**config.mk**
```make
export PLATFORM = sky130hd
export DESIGN_NAME = kgd_top
export DESIGN_NICKNAME = d
export VERILOG_FILES = /design/src/hw/kgd_top.v
export VERILOG_INCLUDE_DIRS = /design/src /design/src/hw
export SDC_FILE = /design/constraint.sdc
export NUM_CORES = 1
export LEC_CHECK = 0
export ABC_AREA = 1
export ABC_CLOCK_PERIOD_IN_PS = 2600
export BUFFER_PORTS_ARGS = -buffer_cell sky130_fd_sc_hd__buf_2
export CAP_MARGIN = 10
export CORE_AREA = 2 2 199 201
export CTS_CLUSTER_DIAMETER = 200
export DETAILED_ROUTE_END_ITERATION = 10
export DIE_AREA = 0 0 201 203
export GPL_TIMING_DRIVEN = 0
export MAX_ROUTING_LAYER = met4
export PLACE_DENSITY = 0.55
export SETUP_SLACK_MARGIN = 0.02
export SKIP_CTS_REPAIR_TIMING = 1
export SLEW_MARGIN = 10
export SYNTH_ARGS = -nofsm -noshare
export SYNTH_HDL_FRONTEND = slang
export SYNTH_SLANG_ARGS = --single-unit
```
**constraint.sdc**
```tcl
create_clock -name clk_i -period 2.6 [get_ports clk_i]
set_clock_uncertainty 0.1 [all_clocks]
set_input_delay 0 -clock clk_i [delete_from_list [all_inputs] [get_ports clk_i]]
set_output_delay 0 -clock clk_i [all_outputs]
set_load 0.01 [all_outputs]
```
**src/hw/kgd_regs.vh**
```
`ifndef KGD_REGS_VH
`define KGD_REGS_VH
// register byte offsets
`define KGD_SCAN_SEL_OFS     6'h00
`define KGD_SCAN_CTRL_OFS    6'h04
`define KGD_DEBOUNCE_OFS     6'h08
`define KGD_GEN_SEL_OFS      6'h0C
`define KGD_GEN_LEVEL_OFS    6'h10
`define KGD_GEN_CLEAR_OFS    6'h14
`define KGD_GEN_STATUS_OFS   6'h18
`define KGD_PIN_STATE_OFS    6'h1C
// scan control fields
`define KGD_SC_LEVEL_BIT     6
`define KGD_SC_REL_BIT       7
`define KGD_SC_REPEAT_LSB    0
// debounce fields
`define KGD_DB_VALUE_LSB     0
`define KGD_DB_GEN_EN_LSB    8
`define KGD_DB_SCAN_EN_BIT   13
// generator level control fields
`define KGD_GL_POL_LSB       0
`define KGD_GL_EDGE_LSB      8
// reset values
`define KGD_SCAN_SEL_RST     12'h000
`define KGD_SCAN_CTRL_RST    8'h00
`define KGD_DEBOUNCE_RST     14'h0000
`define KGD_GEN_SEL_RST      20'h00000
`define KGD_GEN_LEVEL_RST    13'h0000
// timing
`define KGD_TICK_MS          1
`define KGD_CLK_MHZ          200
`define KGD_TICK_CYCLES      (`KGD_TICK_MS * `KGD_CLK_MHZ * 1000)
`endif

```
**src/hw/kgd_top.v**
```verilog
`timescale 1ns/1ps
// Behaviour
// - one keyboard interrupt line pulses when scanner debounce completes for press or release.
// - with active level 0 and pin enabled, a falling pin edge sets key detected.
// - key detected starts the scanner and loads debounce reload into its counter.
// - counters decrement once per 1 ms tick; interval spans 0 to 63 ms.
// - expiry with key held interrupts and reloads repeat interval; repeats while held.
// - release with release reporting on restarts debounce, interrupt when it ends.
// - scanner debounce enable 0 bypasses the scanner debounce timer.
// - repeat interval 0 disables repeated interrupts while held.
// - press level is software selectable; release reporting off when its bit is 0.
// - a pin joins scanning only when its scan enable bit is 1.
// - software reads current pin states through the pin state register.
// - five generators, each own output and source select of one of 12 pins.
// - polarity 0 makes a rising edge set key detected and load shared reload.
// - generator flag sets only if counter hits 0 while key detected still 1.
// - each generator has its own debounce enable; 0 bypasses its timer.
// - generator flag holds until software writes its clear bit.
// - edge mode after clear waits for release, idles after inactive edge.
// - inverting polarity while waiting drops key detected and returns to idle.
`include "kgd_regs.vh"
module kgd_top #(
  parameter TICK_CYCLES = `KGD_TICK_CYCLES
) (
  input  wire        clk_i,
  input  wire        rst_i,
  input  wire [11:0] pin_i,
  input  wire        wb_cyc_i,
  input  wire        wb_stb_i,
  input  wire        wb_we_i,
  input  wire [5:0]  wb_adr_i,
  input  wire [3:0]  wb_sel_i,
  input  wire [31:0] wb_dat_i,
  output wire [31:0] wb_dat_o,
  output wire        wb_ack_o,
  output wire        keyboard_interrupt_o,
  output wire [4:0]  generator_interrupt_out_o
);
  localparam [1:0] ST_IDLE    = 2'h0;
  localparam [1:0] ST_DEB     = 2'h1;
  localparam [1:0] ST_HELD    = 2'h2;
  localparam [1:0] ST_RELDEB  = 2'h3;
  localparam [1:0] G_IDLE     = 2'h0;
  localparam [1:0] G_DEB      = 2'h1;
  localparam [1:0] G_FLAG     = 2'h2;
  localparam [1:0] G_WAIT     = 2'h3;
  localparam integer TICK_LAST_I = TICK_CYCLES - 1;
  localparam [17:0] TICK_LAST = TICK_LAST_I[17:0];

  function [0:0] pin_pick;
    input [11:0] pins;
    input [3:0]  idx;
    begin
      pin_pick = (idx < 4'hC) ? pins[idx] : 1'b0;
    end
  endfunction

  ////////////////////////////////////////////////////////////////
  // input synchroniser and tick
  reg  [11:0] sync1_ff;
  reg  [11:0] pins_ff;
  reg  [11:0] pins_d_ff;
  reg  [17:0] tick_cnt_ff;
  reg         tick_ff;
  always @(posedge clk_i) begin
    if (rst_i) begin
      sync1_ff    <= 12'h000;
      pins_ff     <= 12'h000;
      pins_d_ff   <= 12'h000;
      tick_cnt_ff <= 18'h00000;
      tick_ff     <= 1'b0;
    end else begin
      sync1_ff  <= pin_i;
      pins_ff   <= sync1_ff;
      pins_d_ff <= pins_ff;
      if (tick_cnt_ff == TICK_LAST) begin
        tick_cnt_ff <= 18'h00000;
        tick_ff     <= 1'b1;
      end else begin
        tick_cnt_ff <= tick_cnt_ff + 18'h00001;
        tick_ff     <= 1'b0;
      end
    end
  end

  ////////////////////////////////////////////////////////////////
  // registers
  reg  [11:0] scan_pin_enable_ff;
  reg  [7:0]  scan_ctrl_ff;
  reg  [13:0] debounce_ff;
  reg  [19:0] gen_sel_ff;
  reg  [12:0] gen_level_ff;
  wire [4:0]  gen_flags;
  reg  [31:0] rdata_ff;
  reg         ack_ff;
  wire        wb_req   = wb_cyc_i & wb_stb_i & ~ack_ff;
  wire        wb_wr    = wb_req & wb_we_i & wb_sel_i[0];
  wire        wb_wr1   = wb_req & wb_we_i & wb_sel_i[1];
  wire        clr_wr   = wb_wr & (wb_adr_i == `KGD_GEN_CLEAR_OFS);
  wire [4:0]  gen_clr  = clr_wr ? wb_dat_i[4:0] : 5'h00;
  wire        scan_level      = scan_ctrl_ff[`KGD_SC_LEVEL_BIT];
  wire        release_enable  = scan_ctrl_ff[`KGD_SC_REL_BIT];
  wire [5:0]  repeat_interval = scan_ctrl_ff[`KGD_SC_REPEAT_LSB +: 6];
  wire [5:0]  debounce_reload = debounce_ff[`KGD_DB_VALUE_LSB +: 6];
  wire [4:0]  gen_deb_en      = debounce_ff[`KGD_DB_GEN_EN_LSB +: 5];
  wire        scan_deb_en     = debounce_ff[`KGD_DB_SCAN_EN_BIT];
  wire [4:0]  gen_pol         = gen_level_ff[`KGD_GL_POL_LSB +: 5];
  wire [4:0]  gen_edge        = gen_level_ff[`KGD_GL_EDGE_LSB +: 5];
  always @(posedge clk_i) begin
    if (rst_i) begin
      scan_pin_enable_ff <= `KGD_SCAN_SEL_RST;
      scan_ctrl_ff       <= `KGD_SCAN_CTRL_RST;
      debounce_ff        <= `KGD_DEBOUNCE_RST;
      gen_sel_ff         <= `KGD_GEN_SEL_RST;
      gen_level_ff       <= `KGD_GEN_LEVEL_RST;
      rdata_ff           <= 32'h00000000;
      ack_ff             <= 1'b0;
    end else begin
      ack_ff <= wb_req;
      if (wb_wr | wb_wr1) begin
        case (wb_adr_i)
          `KGD_SCAN_SEL_OFS: begin
            if (wb_wr) scan_pin_enable_ff[7:0] <= wb_dat_i[7:0];
            if (wb_wr1) scan_pin_enable_ff[11:8] <= wb_dat_i[11:8];
          end
          `KGD_SCAN_CTRL_OFS: begin
            if (wb_wr) scan_ctrl_ff <= wb_dat_i[7:0];
          end
          `KGD_DEBOUNCE_OFS: begin
            if (wb_wr) debounce_ff[7:0] <= wb_dat_i[7:0];
            if (wb_wr1) debounce_ff[13:8] <= wb_dat_i[13:8];
          end
          `KGD_GEN_SEL_OFS: begin
            if (wb_wr) gen_sel_ff[7:0] <= wb_dat_i[7:0];
            if (wb_wr1) gen_sel_ff[15:8] <= wb_dat_i[15:8];
            if (wb_req & wb_we_i & wb_sel_i[2]) gen_sel_ff[19:16] <= wb_dat_i[19:16];
          end
          `KGD_GEN_LEVEL_OFS: begin
            if (wb_wr) gen_level_ff[7:0] <= wb_dat_i[7:0];
            if (wb_wr1) gen_level_ff[12:8] <= wb_dat_i[12:8];
          end
          default: begin
          end
        endcase
      end
      if (wb_req) begin
        case (wb_adr_i)
          `KGD_SCAN_SEL_OFS:   rdata_ff <= {20'h00000, scan_pin_enable_ff};
          `KGD_SCAN_CTRL_OFS:  rdata_ff <= {24'h000000, scan_ctrl_ff};
          `KGD_DEBOUNCE_OFS:   rdata_ff <= {18'h00000, debounce_ff};
          `KGD_GEN_SEL_OFS:    rdata_ff <= {12'h000, gen_sel_ff};
          `KGD_GEN_LEVEL_OFS:  rdata_ff <= {19'h00000, gen_level_ff};
          `KGD_GEN_STATUS_OFS: rdata_ff <= {27'h0000000, gen_flags};
          `KGD_PIN_STATE_OFS:  rdata_ff <= {20'h00000, pins_ff};
          default:             rdata_ff <= 32'h00000000;
        endcase
      end
    end
  end
  assign wb_dat_o = rdata_ff;
  assign wb_ack_o = ack_ff;

  ////////////////////////////////////////////////////////////////
  // keyboard scanner
  wire [11:0] act_now  = scan_level ? pins_ff : ~pins_ff;
  wire [11:0] act_prev = scan_level ? pins_d_ff : ~pins_d_ff;
  wire        scan_edge = |(act_now & ~act_prev & scan_pin_enable_ff);
  wire        scan_held = |(act_now & scan_pin_enable_ff);
  reg  [1:0]  kst_ff;
  reg  [5:0]  kcnt_ff;
  reg         key_hit_ff;
  reg         kirq_ff;
  wire        kexp = ~scan_deb_en | (kcnt_ff == 6'h00);
  always @(posedge clk_i) begin
    if (rst_i) begin
      kst_ff     <= ST_IDLE;
      kcnt_ff    <= 6'h00;
      key_hit_ff <= 1'b0;
      kirq_ff    <= 1'b0;
    end else begin
      kirq_ff <= 1'b0;
      if (scan_edge) key_hit_ff <= 1'b1;
      else if (~scan_held) key_hit_ff <= 1'b0;
      case (kst_ff)
        ST_IDLE: begin
          if (key_hit_ff) begin
            kst_ff  <= ST_DEB;
            kcnt_ff <= debounce_reload;
          end
        end
        ST_DEB: begin
          if (~key_hit_ff) begin
            kst_ff <= ST_IDLE;
          end else if (tick_ff) begin
            if (kexp) begin
              kirq_ff <= 1'b1;
              kst_ff  <= ST_HELD;
              kcnt_ff <= repeat_interval;
            end else begin
              kcnt_ff <= kcnt_ff - 6'h01;
            end
          end
        end
        ST_HELD: begin
          if (~key_hit_ff) begin
            if (release_enable) begin
              kst_ff  <= ST_RELDEB;
              kcnt_ff <= debounce_reload;
            end else begin
              kst_ff <= ST_IDLE;
            end
          end else if (tick_ff && repeat_interval != 6'h00) begin
            if (kcnt_ff == 6'h00) begin
              kirq_ff <= 1'b1;
              kcnt_ff <= repeat_interval;
            end else begin
              kcnt_ff <= kcnt_ff - 6'h01;
            end
          end
        end
        ST_RELDEB: begin
          if (tick_ff) begin
            if (kexp) begin
              kirq_ff <= 1'b1;
              kst_ff  <= ST_IDLE;
            end else begin
              kcnt_ff <= kcnt_ff - 6'h01;
            end
          end
        end
        default: kst_ff <= ST_IDLE;
      endcase
    end
  end
  assign keyboard_interrupt_o = kirq_ff;

  ////////////////////////////////////////////////////////////////
  // gpio interrupt generators
  genvar g;
  generate
    for (g = 0; g < 5; g = g + 1) begin : gen_irq
      wire       lvl_now  = pin_pick(pins_ff, gen_sel_ff[4*g +: 4]) ^ gen_pol[g];
      wire       lvl_prev = pin_pick(pins_d_ff, gen_sel_ff[4*g +: 4]) ^ gen_pol[g];
      reg  [1:0] gst_ff;
      reg  [5:0] gcnt_ff;
      reg        flag_ff;
      assign gen_flags[g] = flag_ff;
      wire       gexp = ~gen_deb_en[g] | (gcnt_ff == 6'h00);
      always @(posedge clk_i) begin
        if (rst_i) begin
          gst_ff         <= G_IDLE;
          gcnt_ff        <= 6'h00;
          flag_ff        <= 1'b0;
        end else begin
          case (gst_ff)
            G_IDLE: begin
              if (lvl_now & (~lvl_prev | ~gen_edge[g])) begin
                gst_ff  <= G_DEB;
                gcnt_ff <= debounce_reload;
              end
            end
            G_DEB: begin
              if (~lvl_now) begin
                gst_ff <= G_IDLE;
              end else if (tick_ff) begin
                if (gexp) begin
                  flag_ff        <= 1'b1;
                  gst_ff         <= G_FLAG;
                end else begin
                  gcnt_ff <= gcnt_ff - 6'h01;
                end
              end
            end
            G_FLAG: begin
              if (gen_clr[g]) begin
                flag_ff <= 1'b0;
                gst_ff <= gen_edge[g] ? G_WAIT : G_IDLE;
              end
            end
            G_WAIT: begin
              if (~lvl_now) gst_ff <= G_IDLE;
            end
            default: gst_ff <= G_IDLE;
          endcase
        end
      end
    end
  endgenerate
  assign generator_interrupt_out_o = gen_flags;
endmodule // kgd_top
```
Word-level counts from Yosys, hierarchy flattened
Cells that the tools add are included.
- output and inout port bits: 39
- flip-flop bits (word level): 210
- input bits: 59
- add/sub/neg operators: 7
- reduce and logical (&&, ||, !) cells: 55
- equal/unequal tests: 83
- bitwise logic cells: 57
- muxes and demuxes: 154
- $lt $le $gt $ge: 10
- operators with widths (cell ; count):
    2-to-1 mux 6 bit ; 30
    case mux 20 bit (7 select lines) ; 1
    2-to-1 mux 2 bit ; 43
    != test 2 bit (second input constant) ; 43
    AND reduction 5 bit ; 15
    case mux 6 bit (2 select lines) ; 5
    2-to-1 mux 1 bit ; 49
    case mux 2 bit (4 select lines) ; 6
    zero test 6 bit ; 7
    != test 3 bit (second input constant) ; 14
    binary-select mux 1 bit (select 4 bit) ; 10
    bitwise AND 12 bit ; 3
    inverter 12 bit ; 3
    subtractor 6 x 1 -> 6 bit (second input constant) ; 6
    AND reduction 3 bit ; 10
    less-than comparator 4 x 5 -> 1 bit (second input constant) ; 5
    equality test 2 bit (second input constant) ; 12
    equality test 6 x 5 -> 1 bit (second input constant) ; 4
    2-to-1 mux 12 bit ; 2
    case mux 6 bit (4 select lines) ; 1
    OR reduction 12 bit ; 2
    less-than comparator 4 bit (second input constant) ; 5
    nonzero test 2 bit ; 10
    adder 18 x 1 -> 18 bit (second input constant) ; 1
    17 further kinds ; 79

Depth between registers and ports, before layout
- depth after elaboration: 9
- depth in mapped cells: 17
- mapped depth without buffers: 16

Least setup slack after synthesis
No wires, ideal clock.
- kind: register to register
- start point: register tick_cnt_ff[0]
- end point: register tick_cnt_ff[14]
- path buffers: 0
- arrival: 1581 ps
- path slack: 804 ps
- cell stages (with the launch flop): 15
- data required time: 2385 ps
- cell sequence: dfxtp_1 -> ha_1 -> nand2_1 -> nor2_2 -> nand2_1 -> nor2_1 -> nand3_1 -> nor3_1 -> inv_1 -> nor2_2 -> inv_1 -> nor2_1 -> nand3_1 -> nand2_1 -> nor2_1
- cells in the longest elaborated chain, start to end: 2
- elaborated cells between the ends (all ways): 3
- classes of those cells: add/sub (1); eq/ne (1); reduce/logical (1)
- RTL lines (item ; line ; source):
    from (decl) ; kgd_top.v:63 ; reg [17:0] tick_cnt_ff;
    from (signal assigned) ; kgd_top.v:80 ; tick_cnt_ff <= tick_cnt_ff + 18'h00001;
    parallel branches: the longest is 2 deep, another holds adder 18 x 1 -> 18 bit ; - ;
Parallel ways; which one is timed is not known.
A chain may end at the register's enable or synchronous reset.

Worst setup path after layout
- start point: register ack_ff (netlist: wb_ack_o)
- end point: register gen_sel_ff[19]
- cells in the longest elaborated chain, start to end: 6
- elaborated cells between the ends (all ways): 8
- classes of those cells: bitwise (7); reduce/logical (1)
- RTL lines (item ; line ; source):
    from (decl) ; kgd_top.v:95 ; reg ack_ff;
    from (signal assigned) ; kgd_top.v:119 ; ack_ff <= wb_req;
    inverter 1 bit (*) ; kgd_top.v:96 ; wire wb_req = wb_cyc_i & wb_stb_i & ~ack_ff;
    bitwise AND 1 bit (*) ; kgd_top.v:96 ;
    bitwise AND 1 bit (*) ; kgd_top.v:97, kgd_top.v:98, kgd_top.v:136 ;
    bitwise AND 1 bit, on equally long branches ; kgd_top.v:97, kgd_top.v:98 ;
    OR 1 bit ; kgd_top.v:120 ; if (wb_wr | wb_wr1) begin
    AND reduction 3 bit (no line) (*) ; - ;
    to (signal assigned) ; kgd_top.v:114 ; gen_sel_ff <= `KGD_GEN_SEL_RST;
    to (signal assigned) ; kgd_top.v:136 ; if (wb_req & wb_we_i & wb_sel_i[2]) gen_sel_ff[19:16] <= wb_dat_i[19:16];
    to (decl) ; kgd_top.v:91 ; reg [19:0] gen_sel_ff;
Mark *: on every way between the ends. The rest lies on a longest branch, timed or not.

==> impl_metrics.py <==
metrics = {
    "global_route": {
        "grt_use_total_pct": 20.7,
        "grt_max_degree": 18,
        "first_global_vias": 11100,
        "grt_overflow": 0,
        "antenna_found_initial": 0,
        "grt_pass1_wl_mm": 62.9,
    },
    "detailed_routing": {
        "routed_wl_mm": 41.3,
        "drc": 0,
        "num_vias": 12100,
        "route.met2.wl_mm": 18.6,
        "wl_met1_mm": 18.7,
        "highest_layer": "met4",
        "drt.antenna.violating_nets": 0,
        "vias_per_cell": 4.95,
        "wl_per_cell_um": 16.9,
        "dr.pass1.iters": 6,
        "drt_iter0_drc": 1087,
        "wl_met3_mm": 2.29,
    },
    "worst_setup_path": {
        "critPathMaxFanout": 8,
        "worstPathArrival_ns": 2.64,
        "reg2reg_depth": 6,
        "rr_endpoint": "gen_sel_ff[19]",
        "r2r_setup_slack_ns": 0.19,
        "worstSetupPathType": "reg2reg",
        "startpoint_type": "register",
        "crit_path_cell_trace": "nor2_1 > nand3_1 > nor2_1 > o21ai_1 > o21ai_0 > a21oi_1",
        "critPathRequiredTime_ns": 2.83,
        "cp-end-kind": "register",
        "cpPeakStageDelay_ns": 0.64,
        "r2r-start": "wb_ack_o",
        "path_common_cell": "nor2_1",
        "crit_slowest_cell": "nor2_1",
    },
    "place": {
        "gp_congestion": 0.950,
        "numPortBuffers": 72,
        "place_ws_ns": 0.284,
        "hpwlAfterDp_mm": 30.9,
    },
    "yosys": {
        "ys_seq_elements": 198,
        "async_flop_share_pct": 0,
        "synthTopCellsByArea": "dfxtp_1, nand2_1, o21ai_0, a21oi_1, nor2_1",
        "synth-edff-count": 0,
        "synth.distinct_cells": 49,
        "netlist.area_leader.share_pct": 34.5,
        "avgSynthCellArea_um2": 6.46,
        "ys_warn_count": 0,
        "syn_inst": 1779,
        "yosys.area.top_type": "dfxtp_1",
        "synth_area_mm2": 0.0115,
        "seq_area_frac_synth_pct": 34.5,
        "synth_flop_cell": "dfxtp_1",
    },
    "cells_and_area": {
        "layout_commonest_cell": "nand2_1",
        "final_cell_mix": "nand2_1, dfxtp_1, nor2_1",
        "drive_gt1_share_pct": 10.7,
        "fin_util_pct": 35.0,
        "synthToLayoutAreaGrowth_pct": 17.1,
        "nNetsFinal": 1991,
        "n_antenna_cell": 0,
        "n_fill_cell": 4217,
    },
    "clock_tree": {
        "root_buffer": "clkbuf_16",
        "numCtsBuffers": 17,
        "max-clock-path-buffers": 2,
        "h-tree-depth": 4,
        "clkTransAtPathRegs_ns": 0.08,
        "clock_latency_ns": 0.46,
        "cts_tree": "yes",
        "cts_sinks": 198,
    },
    "sta": {
        "timing.final.crit_share_pct": 92.8,
        "min_period_ns": 2.41,
        "slew_viol_final": 0,
        "worst_hold_slack_ns": -0.00875,
        "fmax_mhz": 415,
        "setup_slack_ns": 0.188,
        "finalHoldViolCount": 4,
        "setup_viol": 0,
        "max_slew_margin_pct": 39.5,
        "tightest_slew_ns": 0.908,
        "fin_setup_tns_ns": 0,
        "rsz0062_at_grt": "no",
    },
    "worst_hold_path": {
        "min_path_cells": 3,
        "worstHoldEndpoint": "gen_sel_ff[19]",
        "hold_path.class": "in2reg",
        "min-delay-start": "wb_sel_i[2]",
    },
    "pwr": {
        "pwr_density_cell_mw_per_mm2": 688,
        "vdd_drop_max_mv": 0.440,
        "leakagePower_nw": 5.78,
    },
    "floorplanning": {
        "die_area_mm2": 0.0408,
        "die_x_um": 201,
        "io_pins": 98,
        "start_util_pct": 29.9,
        "die_h_um": 203,
        "rows": 72,
        "coreArea_mm2": 0.0385,
    },
    "run_status": {
        "violations": "negative hold slack",
        "status": "complete, but fails checks",
    },
    "flow_run": {
        "cap_violations": 0,
    },
}
worst max-delay path by stage:
| stage | end | slack [ns] | from |
|---|---|---|---|
| 2_1_floorplan | tick_cnt_ff[14] | 0.80 | tick_cnt_ff[0] |
| 3_3_place_gp | gen_sel_ff[19] | 0.28 | wb_ack_o |
| 3_5_place_dp | gen_sel_ff[19] | 0.28 | wb_ack_o |
| 4_1_cts | gen_sel_ff[19] | 0.27 | wb_ack_o |
| 5_1_grt | gen_sel_ff[19] | 0.04 | wb_ack_o |
| 6_report | gen_sel_ff[19] | 0.19 | wb_ack_o |
critical path: cells and delay by family, from the launching register on:
kind,cells,cell delay (ns)
and+or+nand+nor,3,1.15
AOI/OAI and AO/OA,3,0.73
DFF,1,0.32
synth_stat cells, drive strengths merged (9+ instances only):
cell	n
nor2	206
o21ai	165
nor3	20
dfxtp	198
ha	18
inv	197
clkbuf	26
o211ai	17
o22ai	9
xnor2	12
xor2	15
a21oi	154
a31oi	9
nand3	145
buf	56
nand4	11
nand2	457
stage by stage:
stage                     hold slack [ns]  cell area [µm²]  power, mW  cells
after floorplan                   0.00697            11500       5.83   1790
after global placement              0.106            12500       6.44   2380
after detailed placement            0.110            12500       6.52   2380
after CTS                          -0.373            13100       9.27   2412
after global routing               0.0498            13500       9.91   2445
final                            -0.00875            13500       9.26   2445
routing by layer:
metal,track usage (%),up-vias
met5,-,-
met4,9.79,0
met3,2.78,85
met2,32.8,405
met1,26.1,5559
li1,-,6058
layout make-up:
class / instances / area, µm² / area share (%)
repair buffers: 105 / 691 / 5.13
clock inverters: 12 / 141 / 1.05
plain buffers: 82 / 477 / 3.54
inverters: 201 / 754 / 5.60
well taps: 518 / 648 / 4.81
flip-flops and latches: 198 / 3960 / 29.4
multi-input cells: 1309 / 6340 / 47.1
clock buffers: 20 / 447 / 3.32
logic make-up after synthesis:
kind of cell	synth area share, %
other	0.0326
AND/OR/NAND/NOR	32.3
XOR/XNOR	2.06
AO/OA/AOI/OAI	18.5
buffers and inverters	10.7
adder cells (fa/ha/maj)	1.96
flip-flops	34.5
registers in the layout, summed over array words and instances, names as in the netlist:
name                  cells
debounce_ff              14
gen_irq.flag_ff           5
gen_irq.gcnt_ff          30
gen_irq.gst_ff           10
gen_level_ff             13
gen_sel_ff               20
kcnt_ff                   6
key_hit_ff                1
keyboard_interrupt_o      1
kst_ff                    2
pins_d_ff                12
pins_ff                  12
scan_ctrl_ff              8
scan_pin_enable_ff       12
sync1_ff                 12
tick_cnt_ff              18
tick_ff                   1
wb_ack_o                  1
wb_dat_o                 20
power by group:
group          internal (mW)  leakage (nW)  switching [mW]  total [mW]
registers               3.29          1.61           0.220        3.51
logic                   1.04          3.89            1.95        2.99
clock network           1.47         0.288            1.29        2.76
total                   5.80          5.78            3.46        9.26
Note: power is estimated with default switching activity, not from simulation.
